### config.mk
export PLATFORM = sky130hd
export DESIGN_NAME = nlb_nt_loop2
export DESIGN_NICKNAME = d
export VERILOG_FILES = /design/src/rtl/nlb_pkg.sv /design/src/rtl/nlb_tmr_if.sv /design/src/rtl/nlb_nt_loop2.sv /design/src/rtl/nlb_budget_timer.sv
export SDC_FILE = /design/constraint.sdc
export NUM_CORES = 1
export LEC_CHECK = 0
export ABC_AREA = 1
export BUFFER_PORTS_ARGS = -buffer_cell sky130_fd_sc_hd__buf_2
export CAP_MARGIN = 20
export CORE_ASPECT_RATIO = 0.7
export CORE_MARGIN = 1.5
export CORE_UTILIZATION = 39
export DETAILED_ROUTE_END_ITERATION = 10
export SYNTH_ARGS = -nofsm -noshare
export SYNTH_HDL_FRONTEND = slang
export SYNTH_HIERARCHICAL = 1
export SYNTH_SLANG_ARGS = --single-unit
### constraint.sdc
create_clock -name core_clk_in -period 5.2 [get_ports core_clk_in]
set_clock_uncertainty 0.15 [all_clocks]
set_input_delay 0.78 -clock core_clk_in [delete_from_list [all_inputs] [get_ports core_clk_in]]
set_output_delay 0.78 -clock core_clk_in [all_outputs]
set_load 0.01 [all_outputs]
### src/rtl/nlb_pkg.sv
// constants, states and register map of the loopback activation block
//
// What this block does, and in R9 to R13 what the line end does
// loopback command in term states moves device to loop_synced.
// entering loop_synced from local_ready or transparent sends ACT=0.
// loopback command in term_transparent reverts output to INFO 2.
// in all loop states, terminal equipment signals are blocked.
// in loop_synced, T self-sync means INFO 3; go loop_local_ready, ACT=1.
// ACT=1 from line in loop_local_ready gives loop_transparent, INFO 4.
// in loop_local_ready and loop_transparent, line data is own T data.
// T loss in loop ready/transparent returns to loop_synced, ones.
// line end holds ACT=0 until loopback command is confirmed.
// line end may loop without resetting the transceivers.
// line end sends channel requests only after frame sync.
// on loopback release the line end returns to line_synced.
// line end sends DEA=0 three superframes, then SL0.
// DEA=0 received in term_synced enters term_deact_pending.
// deact pending never reaches transparent; SL0 loss deactivates.
// normal return: INFO 3 gives local_ready, ACT=1 gives transparent.
// start-up within 300 ms warm, 600 ms with regenerator, 15 s cold.
// cold start split: device 5 s, line end 10 s.
// warm start split: device 150 ms, line end 150 ms.
// start-up measured from wake-up tone to line frame sync.
package nlb_pkg;
    typedef enum logic [2:0] {
        NLB_RESET, NLB_TERM_SYNCED, NLB_TERM_LOCAL_READY,
        NLB_TERM_TRANSPARENT, NLB_TERM_DEACT_PENDING,
        NLB_LOOP_SYNCED, NLB_LOOP_LOCAL_READY, NLB_LOOP_TRANSPARENT
    } nlb_state_t;
    typedef enum logic [1:0] {NLB_INFO0, NLB_INFO2, NLB_INFO4} nlb_info_t;
    localparam int unsigned NLB_CLK_NS       = 5;
    localparam int unsigned NLB_MS_NS        = 1000000;
    localparam int unsigned NLB_MS_CYC       = NLB_MS_NS / NLB_CLK_NS;
    localparam int unsigned NLB_WARM_SYS_MS  = 300;
    localparam int unsigned NLB_WARM_REG_MS  = 600;
    localparam int unsigned NLB_COLD_SYS_MS  = 15000;
    localparam logic [15:0] NLB_WARM_DEV_MS  = 16'h0096;
    localparam logic [15:0] NLB_COLD_DEV_MS  = 16'h1388;
    localparam logic [15:0] NLB_COLD_LINE_MS = 16'h2710;
    localparam logic [3:0]  NLB_ADDR_CTRL    = 4'h0;
    localparam logic [3:0]  NLB_ADDR_STATUS  = 4'h4;
    localparam logic [3:0]  NLB_ADDR_TIME    = 4'h8;
    localparam int unsigned NLB_CTRL_WARM    = 0;
    localparam int unsigned NLB_CTRL_LOOPEN  = 1;
    localparam logic [1:0]  NLB_CTRL_RESET   = 2'h2;
    localparam int unsigned NLB_ST_ACT       = 5;
    localparam int unsigned NLB_ST_OVER      = 6;
    localparam int unsigned NLB_ST_RUN       = 7;
endpackage

### src/rtl/nlb_tmr_if.sv
// link between the state machine and its start-up budget timer
`timescale 1ns/10ps
`default_nettype none
interface nlb_tmr_if;
    logic        start;
    logic        stop;
    logic [15:0] limit;
    logic        run;
    logic        over;
    logic [15:0] elapsed;
    modport owner (output start, stop, limit, input run, over, elapsed);
    modport timer (input start, stop, limit, output run, over, elapsed);
endinterface
`default_nettype wire

### src/rtl/nlb_nt_loop2.sv
// network-side termination activation machine with loopback handling
//
// The implementer's own choices: the register addresses and the strobed register port.
`timescale 1ns/10ps
`default_nettype none
module nlb_nt_loop2
    import nlb_pkg::*;
#(
    parameter int unsigned BD_W   = 18,
    parameter int unsigned MS_CYC = NLB_MS_CYC
) (
    // clock and reset
    input  wire logic            core_clk_in,
    input  wire logic            arst_n_in,
    // register port
    input  wire logic [3:0]      reg_addr_in,
    input  wire logic [31:0]     reg_wdata_in,
    input  wire logic            reg_wr_in,
    input  wire logic            reg_rd_in,
    output logic [31:0]          reg_rdata_out,
    // line side events
    input  wire logic            wake_tone_in,
    input  wire logic            line_sync_in,
    input  wire logic            los_line_in,
    input  wire logic            act_rx_in,
    input  wire logic            dea_rx_in,
    input  wire logic            eoc_loop2_in,
    input  wire logic            eoc_rtn_in,
    // T interface events
    input  wire logic            te_info3_in,
    input  wire logic            t_sync_in,
    // channel data, one word per frame strobe
    input  wire logic            frame_stb_in,
    input  wire logic [BD_W-1:0] bd_line_rx_in,
    input  wire logic [BD_W-1:0] bd_te_rx_in,
    output logic [BD_W-1:0]      bd_line_tx_out,
    output logic [BD_W-1:0]      bd_te_tx_out,
    // overhead and signal selection
    output logic                 act_tx_out,
    output nlb_info_t            info_te_out,
    output logic                 echo_zero_out,
    output logic                 te_rx_block_out,
    output logic                 loop_active_out,
    output logic                 startup_over_out
);
    localparam logic [BD_W-1:0] ONES = '1;

    logic       rst_meta;
    logic       rst_n;
    nlb_tmr_if  tmr ();

    always_ff @(posedge core_clk_in or negedge arst_n_in) begin
        if (!arst_n_in) begin
            rst_meta <= 1'b0;
            rst_n    <= 1'b0;
        end else begin
            rst_meta <= 1'b1;
            rst_n    <= rst_meta;
        end
    end

    nlb_budget_timer #(
        .MS_CYC (MS_CYC)
    ) u_timer (
        .clk_in   (core_clk_in),
        .rst_n_in (rst_n),
        .tmr      (tmr)
    );

    // ---------------- control state machine ----------------
    nlb_state_t state;
    nlb_state_t next_state;
    logic [1:0] ctrl;
    logic       loop_cmd;
    logic       in_term;
    logic       in_loop;

    assign in_term = (state == NLB_TERM_SYNCED) ||
                     (state == NLB_TERM_LOCAL_READY) ||
                     (state == NLB_TERM_TRANSPARENT);
    assign in_loop = (state == NLB_LOOP_SYNCED) ||
                     (state == NLB_LOOP_LOCAL_READY) ||
                     (state == NLB_LOOP_TRANSPARENT);
    assign loop_cmd = eoc_loop2_in && ctrl[NLB_CTRL_LOOPEN];

    always_comb begin
        next_state = state;
        if (los_line_in) begin
            next_state = NLB_RESET;
        end else if (in_term && loop_cmd) begin
            next_state = NLB_LOOP_SYNCED;
        end else if (in_loop && eoc_rtn_in) begin
            next_state = NLB_TERM_SYNCED;
        end else begin
            case (state)
                NLB_RESET: begin
                    if (line_sync_in) begin
                        next_state = NLB_TERM_SYNCED;
                    end
                end
                NLB_TERM_SYNCED: begin
                    if (!dea_rx_in) begin
                        next_state = NLB_TERM_DEACT_PENDING;
                    end else if (te_info3_in) begin
                        next_state = NLB_TERM_LOCAL_READY;
                    end
                end
                NLB_TERM_LOCAL_READY: begin
                    if (!dea_rx_in) begin
                        next_state = NLB_TERM_DEACT_PENDING;
                    end else if (act_rx_in) begin
                        next_state = NLB_TERM_TRANSPARENT;
                    end
                end
                NLB_TERM_TRANSPARENT: begin
                    if (!dea_rx_in) begin
                        next_state = NLB_TERM_DEACT_PENDING;
                    end
                end
                NLB_TERM_DEACT_PENDING: begin
                    // only loss of signal leaves; ACT=1 is never acted on
                    next_state = NLB_TERM_DEACT_PENDING;
                end
                NLB_LOOP_SYNCED: begin
                    if (t_sync_in) begin
                        next_state = NLB_LOOP_LOCAL_READY;
                    end
                end
                NLB_LOOP_LOCAL_READY: begin
                    if (!t_sync_in) begin
                        next_state = NLB_LOOP_SYNCED;
                    end else if (act_rx_in) begin
                        next_state = NLB_LOOP_TRANSPARENT;
                    end
                end
                NLB_LOOP_TRANSPARENT: begin
                    if (!t_sync_in) begin
                        next_state = NLB_LOOP_SYNCED;
                    end
                end
                default: begin
                    next_state = NLB_RESET;
                end
            endcase
        end
    end

    always_ff @(posedge core_clk_in or negedge rst_n) begin
        if (!rst_n) begin
            state <= NLB_RESET;
        end else begin
            state <= next_state;
        end
    end

    // ---------------- overhead bits and signal selection ----------------
    logic      next_act;
    nlb_info_t next_info;
    logic      next_echo0;
    logic      next_block;
    logic      next_loop;

    always_comb begin
        next_act   = 1'b0;
        next_info  = NLB_INFO0;
        next_echo0 = 1'b0;
        next_block = 1'b0;
        next_loop  = 1'b0;
        case (next_state)
            NLB_RESET: begin
                next_info = NLB_INFO0;
            end
            NLB_TERM_SYNCED: begin
                next_info = NLB_INFO2;
            end
            NLB_TERM_LOCAL_READY: begin
                next_info = NLB_INFO2;
                next_act  = 1'b1;
            end
            NLB_TERM_TRANSPARENT: begin
                next_info = NLB_INFO4;
                next_act  = 1'b1;
            end
            NLB_TERM_DEACT_PENDING: begin
                // outputs stay as they were in the state before
                next_info = info_te_out;
                next_act  = act_tx_out;
            end
            NLB_LOOP_SYNCED: begin
                next_info  = NLB_INFO2; // see R3
                next_act   = 1'b0;
                next_block = 1'b1;
                next_loop  = 1'b1;
            end
            NLB_LOOP_LOCAL_READY: begin
                next_info  = NLB_INFO2;
                next_act   = 1'b1;
                next_block = 1'b1;
                next_loop  = 1'b1;
            end
            NLB_LOOP_TRANSPARENT: begin
                next_info  = NLB_INFO4;
                next_act   = 1'b1;
                next_echo0 = 1'b1;
                next_block = 1'b1;
                next_loop  = 1'b1;
            end
            default: begin
                next_info = NLB_INFO0;
            end
        endcase
    end

    always_ff @(posedge core_clk_in or negedge rst_n) begin
        if (!rst_n) begin
            act_tx_out      <= 1'b0;
            info_te_out     <= NLB_INFO0;
            echo_zero_out   <= 1'b0;
            te_rx_block_out <= 1'b0;
            loop_active_out <= 1'b0;
        end else begin
            act_tx_out      <= next_act;
            info_te_out     <= next_info;
            echo_zero_out   <= next_echo0;
            te_rx_block_out <= next_block;
            loop_active_out <= next_loop;
        end
    end

    // ---------------- channel data path ----------------
    logic [BD_W-1:0] next_bd_line;
    logic [BD_W-1:0] next_bd_te;
    logic            lp_rdy;

    assign lp_rdy = (next_state == NLB_LOOP_LOCAL_READY) ||
                    (next_state == NLB_LOOP_TRANSPARENT);

    always_comb begin
        next_bd_line = bd_line_tx_out;
        next_bd_te   = bd_te_tx_out;
        if (!lp_rdy && next_state != NLB_TERM_TRANSPARENT) begin
            next_bd_line = ONES;
        end
        if (next_state != NLB_TERM_TRANSPARENT &&
            next_state != NLB_LOOP_TRANSPARENT) begin
            next_bd_te = ONES;
        end
        if (frame_stb_in) begin
            case (next_state)
                NLB_TERM_TRANSPARENT: begin
                    next_bd_line = bd_te_rx_in;
                    next_bd_te   = bd_line_rx_in;
                end
                NLB_LOOP_LOCAL_READY: begin
                    next_bd_line = bd_te_tx_out;
                end
                NLB_LOOP_TRANSPARENT: begin
                    next_bd_line = bd_te_tx_out;
                    next_bd_te   = bd_line_rx_in;
                end
                default: begin
                    next_bd_line = next_bd_line;
                end
            endcase
        end
    end

    always_ff @(posedge core_clk_in or negedge rst_n) begin
        if (!rst_n) begin
            bd_line_tx_out <= ONES;
            bd_te_tx_out   <= ONES;
        end else begin
            bd_line_tx_out <= next_bd_line;
            bd_te_tx_out   <= next_bd_te;
        end
    end

    // ---------------- start-up budget and registers ----------------
    logic        over;
    logic        next_over;
    logic [1:0]  next_ctrl;
    logic [31:0] next_rdata;
    logic [31:0] status;

    // timing runs from wake tone until this end reaches frame sync
    assign tmr.start = wake_tone_in && (state == NLB_RESET);
    assign tmr.stop  = (state == NLB_RESET) &&
                       (next_state == NLB_TERM_SYNCED);
    assign tmr.limit = ctrl[NLB_CTRL_WARM] ? NLB_WARM_DEV_MS
                                           : NLB_COLD_DEV_MS;

    assign status = {24'h00_0000, tmr.run, over, act_tx_out,
                     info_te_out, state};

    always_comb begin
        next_ctrl = ctrl;
        next_over = over;
        if (reg_wr_in && reg_addr_in == NLB_ADDR_CTRL) begin
            next_ctrl = reg_wdata_in[1:0];
        end
        if (reg_wr_in && reg_addr_in == NLB_ADDR_STATUS &&
            reg_wdata_in[NLB_ST_OVER]) begin
            next_over = 1'b0;
        end
        // a new overrun in the clearing cycle still sticks
        if (tmr.over && tmr.run) begin
            next_over = 1'b1; // see R18
        end
        next_rdata = 32'h0000_0000;
        if (reg_rd_in) begin
            case (reg_addr_in)
                NLB_ADDR_CTRL:   next_rdata = {30'h0000_0000, ctrl};
                NLB_ADDR_STATUS: next_rdata = status;
                NLB_ADDR_TIME:   next_rdata = {16'h0000, tmr.elapsed};
                default:         next_rdata = 32'h0000_0000;
            endcase
        end
    end

    always_ff @(posedge core_clk_in or negedge rst_n) begin
        if (!rst_n) begin
            ctrl             <= NLB_CTRL_RESET;
            over             <= 1'b0;
            reg_rdata_out    <= 32'h0000_0000;
            startup_over_out <= 1'b0;
        end else begin
            ctrl             <= next_ctrl;
            over             <= next_over;
            reg_rdata_out    <= next_rdata;
            startup_over_out <= next_over;
        end
    end

    logic calm;
    assign calm = !los_line_in && !eoc_rtn_in;
endmodule
`default_nettype wire

### src/rtl/nlb_budget_timer.sv
// millisecond start-up timer checked against a budget
`timescale 1ns/10ps
`default_nettype none
module nlb_budget_timer
    import nlb_pkg::*;
#(
    parameter int unsigned MS_CYC = NLB_MS_CYC
) (
    input  wire logic  clk_in,
    input  wire logic  rst_n_in,
    nlb_tmr_if.timer   tmr
);
    logic [31:0] pre;
    logic [31:0] next_pre;
    logic        run;
    logic        next_run;
    logic [15:0] ms;
    logic [15:0] next_ms;

    always_comb begin
        next_pre = pre;
        next_run = run;
        next_ms  = ms;
        if (tmr.start) begin
            next_pre = 32'h0000_0000;
            next_ms  = 16'h0000;
            next_run = 1'b1;
        end else if (tmr.stop) begin
            next_run = 1'b0;
        end else if (run) begin
            if (pre == 32'(MS_CYC - 1)) begin
                next_pre = 32'h0000_0000;
                if (ms != 16'hffff) begin
                    next_ms = ms + 16'h0001;
                end
            end else begin
                next_pre = pre + 32'h0000_0001;
            end
        end
    end

    always_ff @(posedge clk_in or negedge rst_n_in) begin
        if (!rst_n_in) begin
            pre <= 32'h0000_0000;
            run <= 1'b0;
            ms  <= 16'h0000;
        end else begin
            pre <= next_pre;
            run <= next_run;
            ms  <= next_ms;
        end
    end

    // device share of the budget is "at most", so only beyond it is late
    assign tmr.run     = run;
    assign tmr.elapsed = ms;
    assign tmr.over    = (ms > tmr.limit); // see R18
endmodule
`default_nettype wire

==> results of run 1 <==
==> state kept, by name, indices dropped and copies added (netlist names), 2 cells and up <==
signal               cells
u_timer/pre             32
state                    3
u_timer/tmr.elapsed     16
reg_rdata_out           16
bd_line_tx_out          18
ctrl                     2
bd_te_tx_out            18
info_te_out              2
==> synth_stat cells <==
| cell type | number | area, sq um |
|---|---|---|
| buf_4 | 22 | 165 |
| nor2_1 | 131 | 492 |
| nor3_2 | 1 | 10.0 |
| buf_1 | 2 | 7.51 |
| a21oi_1 | 25 | 125 |
| a31oi_1 | 2 | 12.5 |
| o32ai_1 | 1 | 8.76 |
| clkinv_1 | 2 | 7.51 |
| or2_2 | 1 | 6.26 |
| conb_1 | 2 | 7.51 |
| xor2_1 | 9 | 78.8 |
| and3_1 | 2 | 12.5 |
| nand3_2 | 2 | 20.0 |
| nor3_1 | 11 | 55.1 |
| mux2_1 | 1 | 11.3 |
| a21boi_0 | 8 | 60.1 |
| nor2_4 | 2 | 22.5 |
| nor2_2 | 4 | 25.0 |
| nand2_1 | 319 | 1200 |
| o21bai_1 | 2 | 15.0 |
| o21ai_1 | 2 | 10.0 |
| nand4_1 | 44 | 275 |
| o21bai_2 | 2 | 22.5 |
| nand3_4 | 4 | 70.1 |
| inv_1 | 81 | 304 |
| a21boi_2 | 10 | 113 |
| dfstp_2 | 37 | 972 |
| nor3b_1 | 3 | 22.5 |
| dfrtp_1 | 77 | 1930 |
| inv_2 | 14 | 52.6 |
| nand2_2 | 5 | 31.3 |
| buf_2 | 14 | 70.1 |
| ha_1 | 23 | 288 |
| o22ai_1 | 1 | 6.26 |
| nand3_1 | 74 | 370 |
| buf_6 | 3 | 33.8 |
| nand3b_1 | 2 | 15.0 |
| o21a_1 | 3 | 22.5 |
| clkbuf_1 | 9 | 33.8 |
| o21ai_0 | 15 | 75.1 |
| o221ai_1 | 2 | 17.5 |
==> where the power goes <==
part	total, mW	switching (mW)	internal, mW
clock	1.18	0.442	0.740
sequential	0.999	0.0665	0.933
combinational	0.346	0.231	0.115
==> worst register-to-register path, cell delays in order (launching register included) <==
cell	delay, ns
dfrtp_1	0.47
inv_2	0.12
nand2_1	0.07
o21ai_0	0.14
nand2_1	0.06
nand2_1	0.05
nand2_1	0.05
a21oi_1	0.43
ha_1	0.24
buf_4	0.39
or2_2	0.48
nand2_2	0.40
a21boi_0	0.33
nand2_1	0.09
==> area by class of cell <==
cell class | instances | share of cell area (%)
Clock buffer | 19 | 5.41
Clock inverter | 13 | 1.73
Inverter | 97 | 4.33
Multi-Input combinational cell | 737 | 42.7
Sequential cell | 114 | 34.5
Tap cell | 231 | 3.44
Timing Repair Buffer | 123 | 7.83
==> worst paths after layout <==
check,end,slack (ns),cells after the start
worst max-delay path,bd_line_tx_out[3],1.65,13
worst min-delay path,u_timer/pre[13],0.14,0
worst max register to register,bd_line_tx_out[3],1.65,13
worst min register to register,u_timer/pre[13],0.14,0
max in group asynchronous,bd_line_tx_out[3],3.59,2
min in group core_clk_in,rst_n,0.20,0
==> stage by stage <==
stage                     hold WS, ns  power [mW]  setup slack [ns]  utilization [%]  std cells
final                           0.136        2.53              1.65             48.1       1334
after global placement          0.184        1.35              1.42             44.4       1299
after floorplan                 0.181        1.25              1.70                -        998
after CTS                       0.205        2.55              1.66             47.9       1332
after detailed placement        0.191        1.35              1.42             44.4       1299
after global routing            0.188        2.66              1.31             48.1       1334
==> logic make-up (layout without fill, tap and decap cells) <==
kind of cell	after synthesis	count (layout)	share of synthesized area, %
AND/OR/NAND/NOR	605	605	37.1
other	2	26	0.106
flip-flops	114	114	41.0
XOR/XNOR	9	9	1.11
multiplexers	1	1	0.159
buffers and inverters	147	252	9.54
adder cells (fa/ha/maj)	23	23	4.07
AO/OA/AOI/OAI	73	73	6.90
==> metal layers <==
layer	share of wire, %	global-route usage (%)	routed length [um]	up-vias
met5	0	0	0	-
met4	0.83	5.94	158	0
met3	5.8	4.08	1110	13
met2	41	30.0	7720	184
met1	53	32.0	9960	3043
li1	-	-	-	3323
==> flow_summary_export.csv, run 1 <==
group,metric,value,unit
status,status,"finished, final reports clean",
finish,regArea,2900,sq um
pwr,p_per_area,301,nW/um^2
clock_tree,h-tree-depth,4,
logic_synthesis,yosysUniqueCellTypes,41,
place,placed_area,7760,sq um
route,drt-total-wl,18.9,mm
clock_tree,clock_sinks,114,
sta,period_minus_slack,3.55,ns
pwr,cellLeakagePower,4.00,nW
setup_path,cp-end-kind,"flop",
setup_path,path_delay_family,"simple AND/OR/NAND/NOR gates",
sta,finalHoldViolations,0,
logic_synthesis,syn_area_per_cell,7.26,sq um
finish,diodes,0,
setup_path,cp_common_cell,"nand2_1",
clock_tree,clockBufferDepth,2,
logic_synthesis,yosysSeqAreaShare,41.0,%
finish,final_cell_area,8400,sq um
place,gp_congestion,0.891,
logic_synthesis,synth_area,7070,sq um
flow_run,cap_viol_max_count,0,
setup_path,startpoint,"state[2]",
sta,slew_headroom,52.8,%
finish,multi_input_area,3590,sq um
global_route,antenna_found_initial,0,
route,ant_nets,0,
clock_tree,clk_pin_slew_worst_paths,0.06,ns
global_route,overflow,0,
finish,fillCellCount,1776,
die,dieArea,19000,sq um
die,core-area,17500,sq um
route,drtIter0Drc,553,
die,die_w,164,um
sta,post-route-period-util,68.2,%
finish,syn_to_final_growth,18.8,%
finish,mostFrequentLayoutCell,"nand2_1",
sta,finalSetupViolCount,0,
pwr,ir_worst_vdd,0.000168,V
place,dp_hpwl,13.2,mm
setup_path,start_kind,"flop",
sta,report.final.slew_viol_count,0,
sta,fmax,282,MHz
route,drc,0,
sta,fin_tns_setup,0,ns
clock_tree,cts_tree,"done",
setup_path,slowest_delay,0.48,ns
setup_path,crit_buf_inv,2,
place,io_buffers,115,
logic_synthesis,synth_seq_cells,114,
logic_synthesis,yosysWarnings,6,
setup_path,cp.arrival,3.74,ns
global_route,grt_use_total,21.0,%
finish,final_cell_mix,"nand2_1 (319), nor2_1 (131), buf_2 (115)",
finish,nets,1199,
clock_tree,numCtsBuffers,17,
global_route,grt_max_degree,75,
setup_path,critPathKind,"flop to flop",
route,viasPerCell,4.92,
setup_path,cpMaxStageDelayCell,"or2_2",
global_route,grt_pass1_vias,5962,
clock_tree,cts_setup_buffers,0,
setup_path,r2r-start,"state[2]",
logic_synthesis,synth_cells,974,
setup_path,crit_chain,"inv_2 -> nand2_1 -> o21ai_0 -> nand2_1 -> nand2_1 -> nand2_1 -> a21oi_1 -> ha_1 -> buf_4 -> or2_2 -> nand2_2 -> a21boi_0 -> nand2_1",
route,drt_pass1_iterations,5,
sta,rsz0062_at_grt,"false",
setup_path,crit_required,5.39,ns
hold_path,hold_class,"flop to async pin",
clock_tree,cts-resized-gates,0,
clock_tree,clk_latency,0.42,ns
global_route,grt_pass1_wl,30.8,mm
die,chipHeight,116,um
route,vias,6563,
die,ios,161,
die,fp-row-count,40,
sta,tightest_slew,0.707,ns
route,wl_per_cell,14.2,um
clock_tree,hold_buffers,1,
setup_path,critPathMaxFanout,39,
finish,final_layout_size_suffix_gt1_share,21.4,%
die,initial_core_util,40.5,%
clock_tree,root_buffer,"clkbuf_16",
Power figures use the tool's default switching activity.
==> inputs of run 2 (changes only) <==
Clock period 5.2 ns to 3.4 ns, I/O delays scaled along.
==> flow_summary_export.csv, run 2 (synthesized netlist as in run 1, its figures left out) <==
group,metric,value,unit
setup_path,path_delay_family,"simple AND/OR/NAND/NOR gates",
setup_path,critPathKind,"flop to flop",
finish,reg_top3,"u_timer/pre: 32 flops, bd_line_tx_out: 18 flops, bd_te_tx_out: 18 flops",
clock_tree,clk_pin_slew_worst_paths,0.06,ns
sta,holdWs,0.166,ns
finish,final_cell_area,8490,sq um
sta,tightest_slew,0.785,ns
setup_path,slowest_delay,0.45,ns
route,drt_pass1_iterations,5,
route,ant_nets,0,
setup_path,cpMaxStageDelayCell,"dfrtp_1",
setup_path,cp.arrival,3.18,ns
place,io_buffers,115,
clock_tree,clock_sinks,114,
pwr,ir_worst_vdd,0.000248,V
setup_path,r2r_end,"u_timer/pre[19]",
place,placed_area,7850,sq um
flow_run,cap_viol_max_count,0,
clock_tree,numCtsBuffers,17,
pwr,p_per_area,470,nW/um^2
setup_path,crit_chain,"inv_2 -> nand2_1 -> o32ai_1 -> inv_1 -> nor2_1 -> inv_1 -> ha_1 -> inv_1 -> nor2_1 -> inv_1 -> nand2_1 -> nand2_2 -> nand3b_1 -> nor2_1 -> nand2_1 -> nor2_1 -> nand2_1 -> nand2_1 -> nor2_1",
route,vias,6548,
finish,mostFrequentLayoutCell,"nand2_1",
die,fp-row-count,40,
sta,report.final.slew_viol_count,0,
hold_path,holdPathEnd,"bd_te_tx_out[7]",
finish,largest_reg_flops,32,
place,dp_hpwl,13.3,mm
global_route,grt_pass1_vias,5927,
setup_path,critPathMaxFanout,12,
die,die_w,164,um
sta,rsz0062_at_grt,"false",
hold_path,hp-start,"bd_line_rx_in[7]",
global_route,antenna_found_initial,0,
clock_tree,cts_tree,"done",
sta,finalSetupViolCount,0,
die,chipHeight,116,um
route,drt-total-wl,18.7,mm
global_route,overflow,0,
clock_tree,clockBufferDepth,2,
clock_tree,root_buffer,"clkbuf_16",
sta,finalHoldViolations,0,
sta,fmax,329,MHz
setup_path,reg2reg_slack,0.36,ns
die,ios,161,
route,viasPerCell,4.88,
route,drtIter0Drc,630,
setup_path,crit_required,3.54,ns
die,core-area,17500,sq um
route,drc,0,
finish,nets,1207,
clock_tree,cts_setup_buffers,0,
finish,final_cell_mix,"nand2_1 (319), nor2_1 (131), buf_2 (115)",
sta,post-route-period-util,89.4,%
global_route,grt_pass1_wl,30.2,mm
clock_tree,clk_latency,0.41,ns
finish,syn_to_final_growth,20.1,%
setup_path,start_kind,"flop",
sta,finalWorstSetupSlack,0.359,ns
clock_tree,h-tree-depth,4,
status,status,"finished, final reports clean",
place,gp_congestion,0.912,
finish,fillCellCount,1781,
place,place_ws,0.237,ns
hold_path,hold_depth,3,
finish,largest_register,"u_timer/pre",
setup_path,crit_buf_inv,5,
sta,fin_tns_setup,0,ns
hold_path,hold_class,"input port to flop",
die,initial_core_util,40.5,%
global_route,grt_max_degree,59,
finish,final_layout_size_suffix_gt1_share,22.0,%
pwr,cellLeakagePower,4.05,nW
sta,slew_headroom,47.7,%
sta,period_minus_slack,3.04,ns
global_route,grt_use_total,20.4,%
route,wl_per_cell,13.9,um
finish,diodes,0,
setup_path,r2r-start,"state[2]",
setup_path,reg2reg_depth,19,
setup_path,cp-end-kind,"flop",
die,dieArea,19000,sq um
run 2: per-stage QoR:
step | power (mW) | util [%] | cells
after floorplan | 1.91 | - | 998
after global placement | 2.08 | 44.9 | 1309
final | 4.00 | 48.6 | 1342
after detailed placement | 2.09 | 44.9 | 1309
after CTS | 4.03 | 48.6 | 1342
after global routing | 4.20 | 48.6 | 1342
run 2: worst register-to-register path: cells and delay by family, from the launching register on:
kind / cells / cell delay (ns)
adders and majority gates: 1 / 0.18
and+or+nand+nor: 12 / 1.48
DFF: 1 / 0.45
buffers and inverters: 5 / 0.39
AOI/OAI and AO/OA: 1 / 0.28
run 2: how the worst max path moves through the flow:
stage               startpoint               to  slack (ns)  cells after the start
global route          state[2]  u_timer/pre[19]        0.05                     19
floorplan             state[2]  u_timer/pre[28]        0.82                     17
finish                state[2]  u_timer/pre[19]        0.36                     19
CTS                   state[2]  u_timer/pre[30]        0.27                     18
global placement     dea_rx_in  u_timer/pre[30]        0.30                     18
detailed placement   dea_rx_in  u_timer/pre[30]        0.24                     18
run 2: area by class of cell:
| class | count | area, sq um | share of cell area, % |
|---|---|---|---|
| multi-input cells | 737 | 3590 | 42.3 |
| well taps | 231 | 289 | 3.40 |
| flip-flops and latches | 114 | 2900 | 34.2 |
| inverters | 97 | 364 | 4.29 |
| repair buffers | 131 | 711 | 8.37 |
| clock buffers | 18 | 429 | 5.05 |
| clock inverters | 14 | 204 | 2.40 |
run 2: where the power goes:
| part | switching (mW) | internal (mW) | leakage [nW] |
|---|---|---|---|
| sequential | 0.108 | 1.43 | 1.44 |
| clock | 0.688 | 1.24 | 0.298 |
| combinational | 0.350 | 0.187 | 2.32 |
| total | 1.15 | 2.85 | 4.05 |
run 2: repair_timing:
item | in CTS | in global routing
hold endpoints to repair | 2 | 0
gates resized for setup | 0 | 1
hold buffers | 1 | 0
endpoints found under the setup margin | 0 | 1
run 2: metal layers:
metal | up-vias | part of all wire [%] | GRT usage [%] | wire, um
li1 | 3330 | - | - | -
met1 | 2981 | 52 | 31.2 | 9660
met2 | 225 | 41 | 28.9 | 7590
met3 | 12 | 7.0 | 4.22 | 1310
met4 | 0 | 0.77 | 5.39 | 144
met5 | - | 0 | 0 | 0
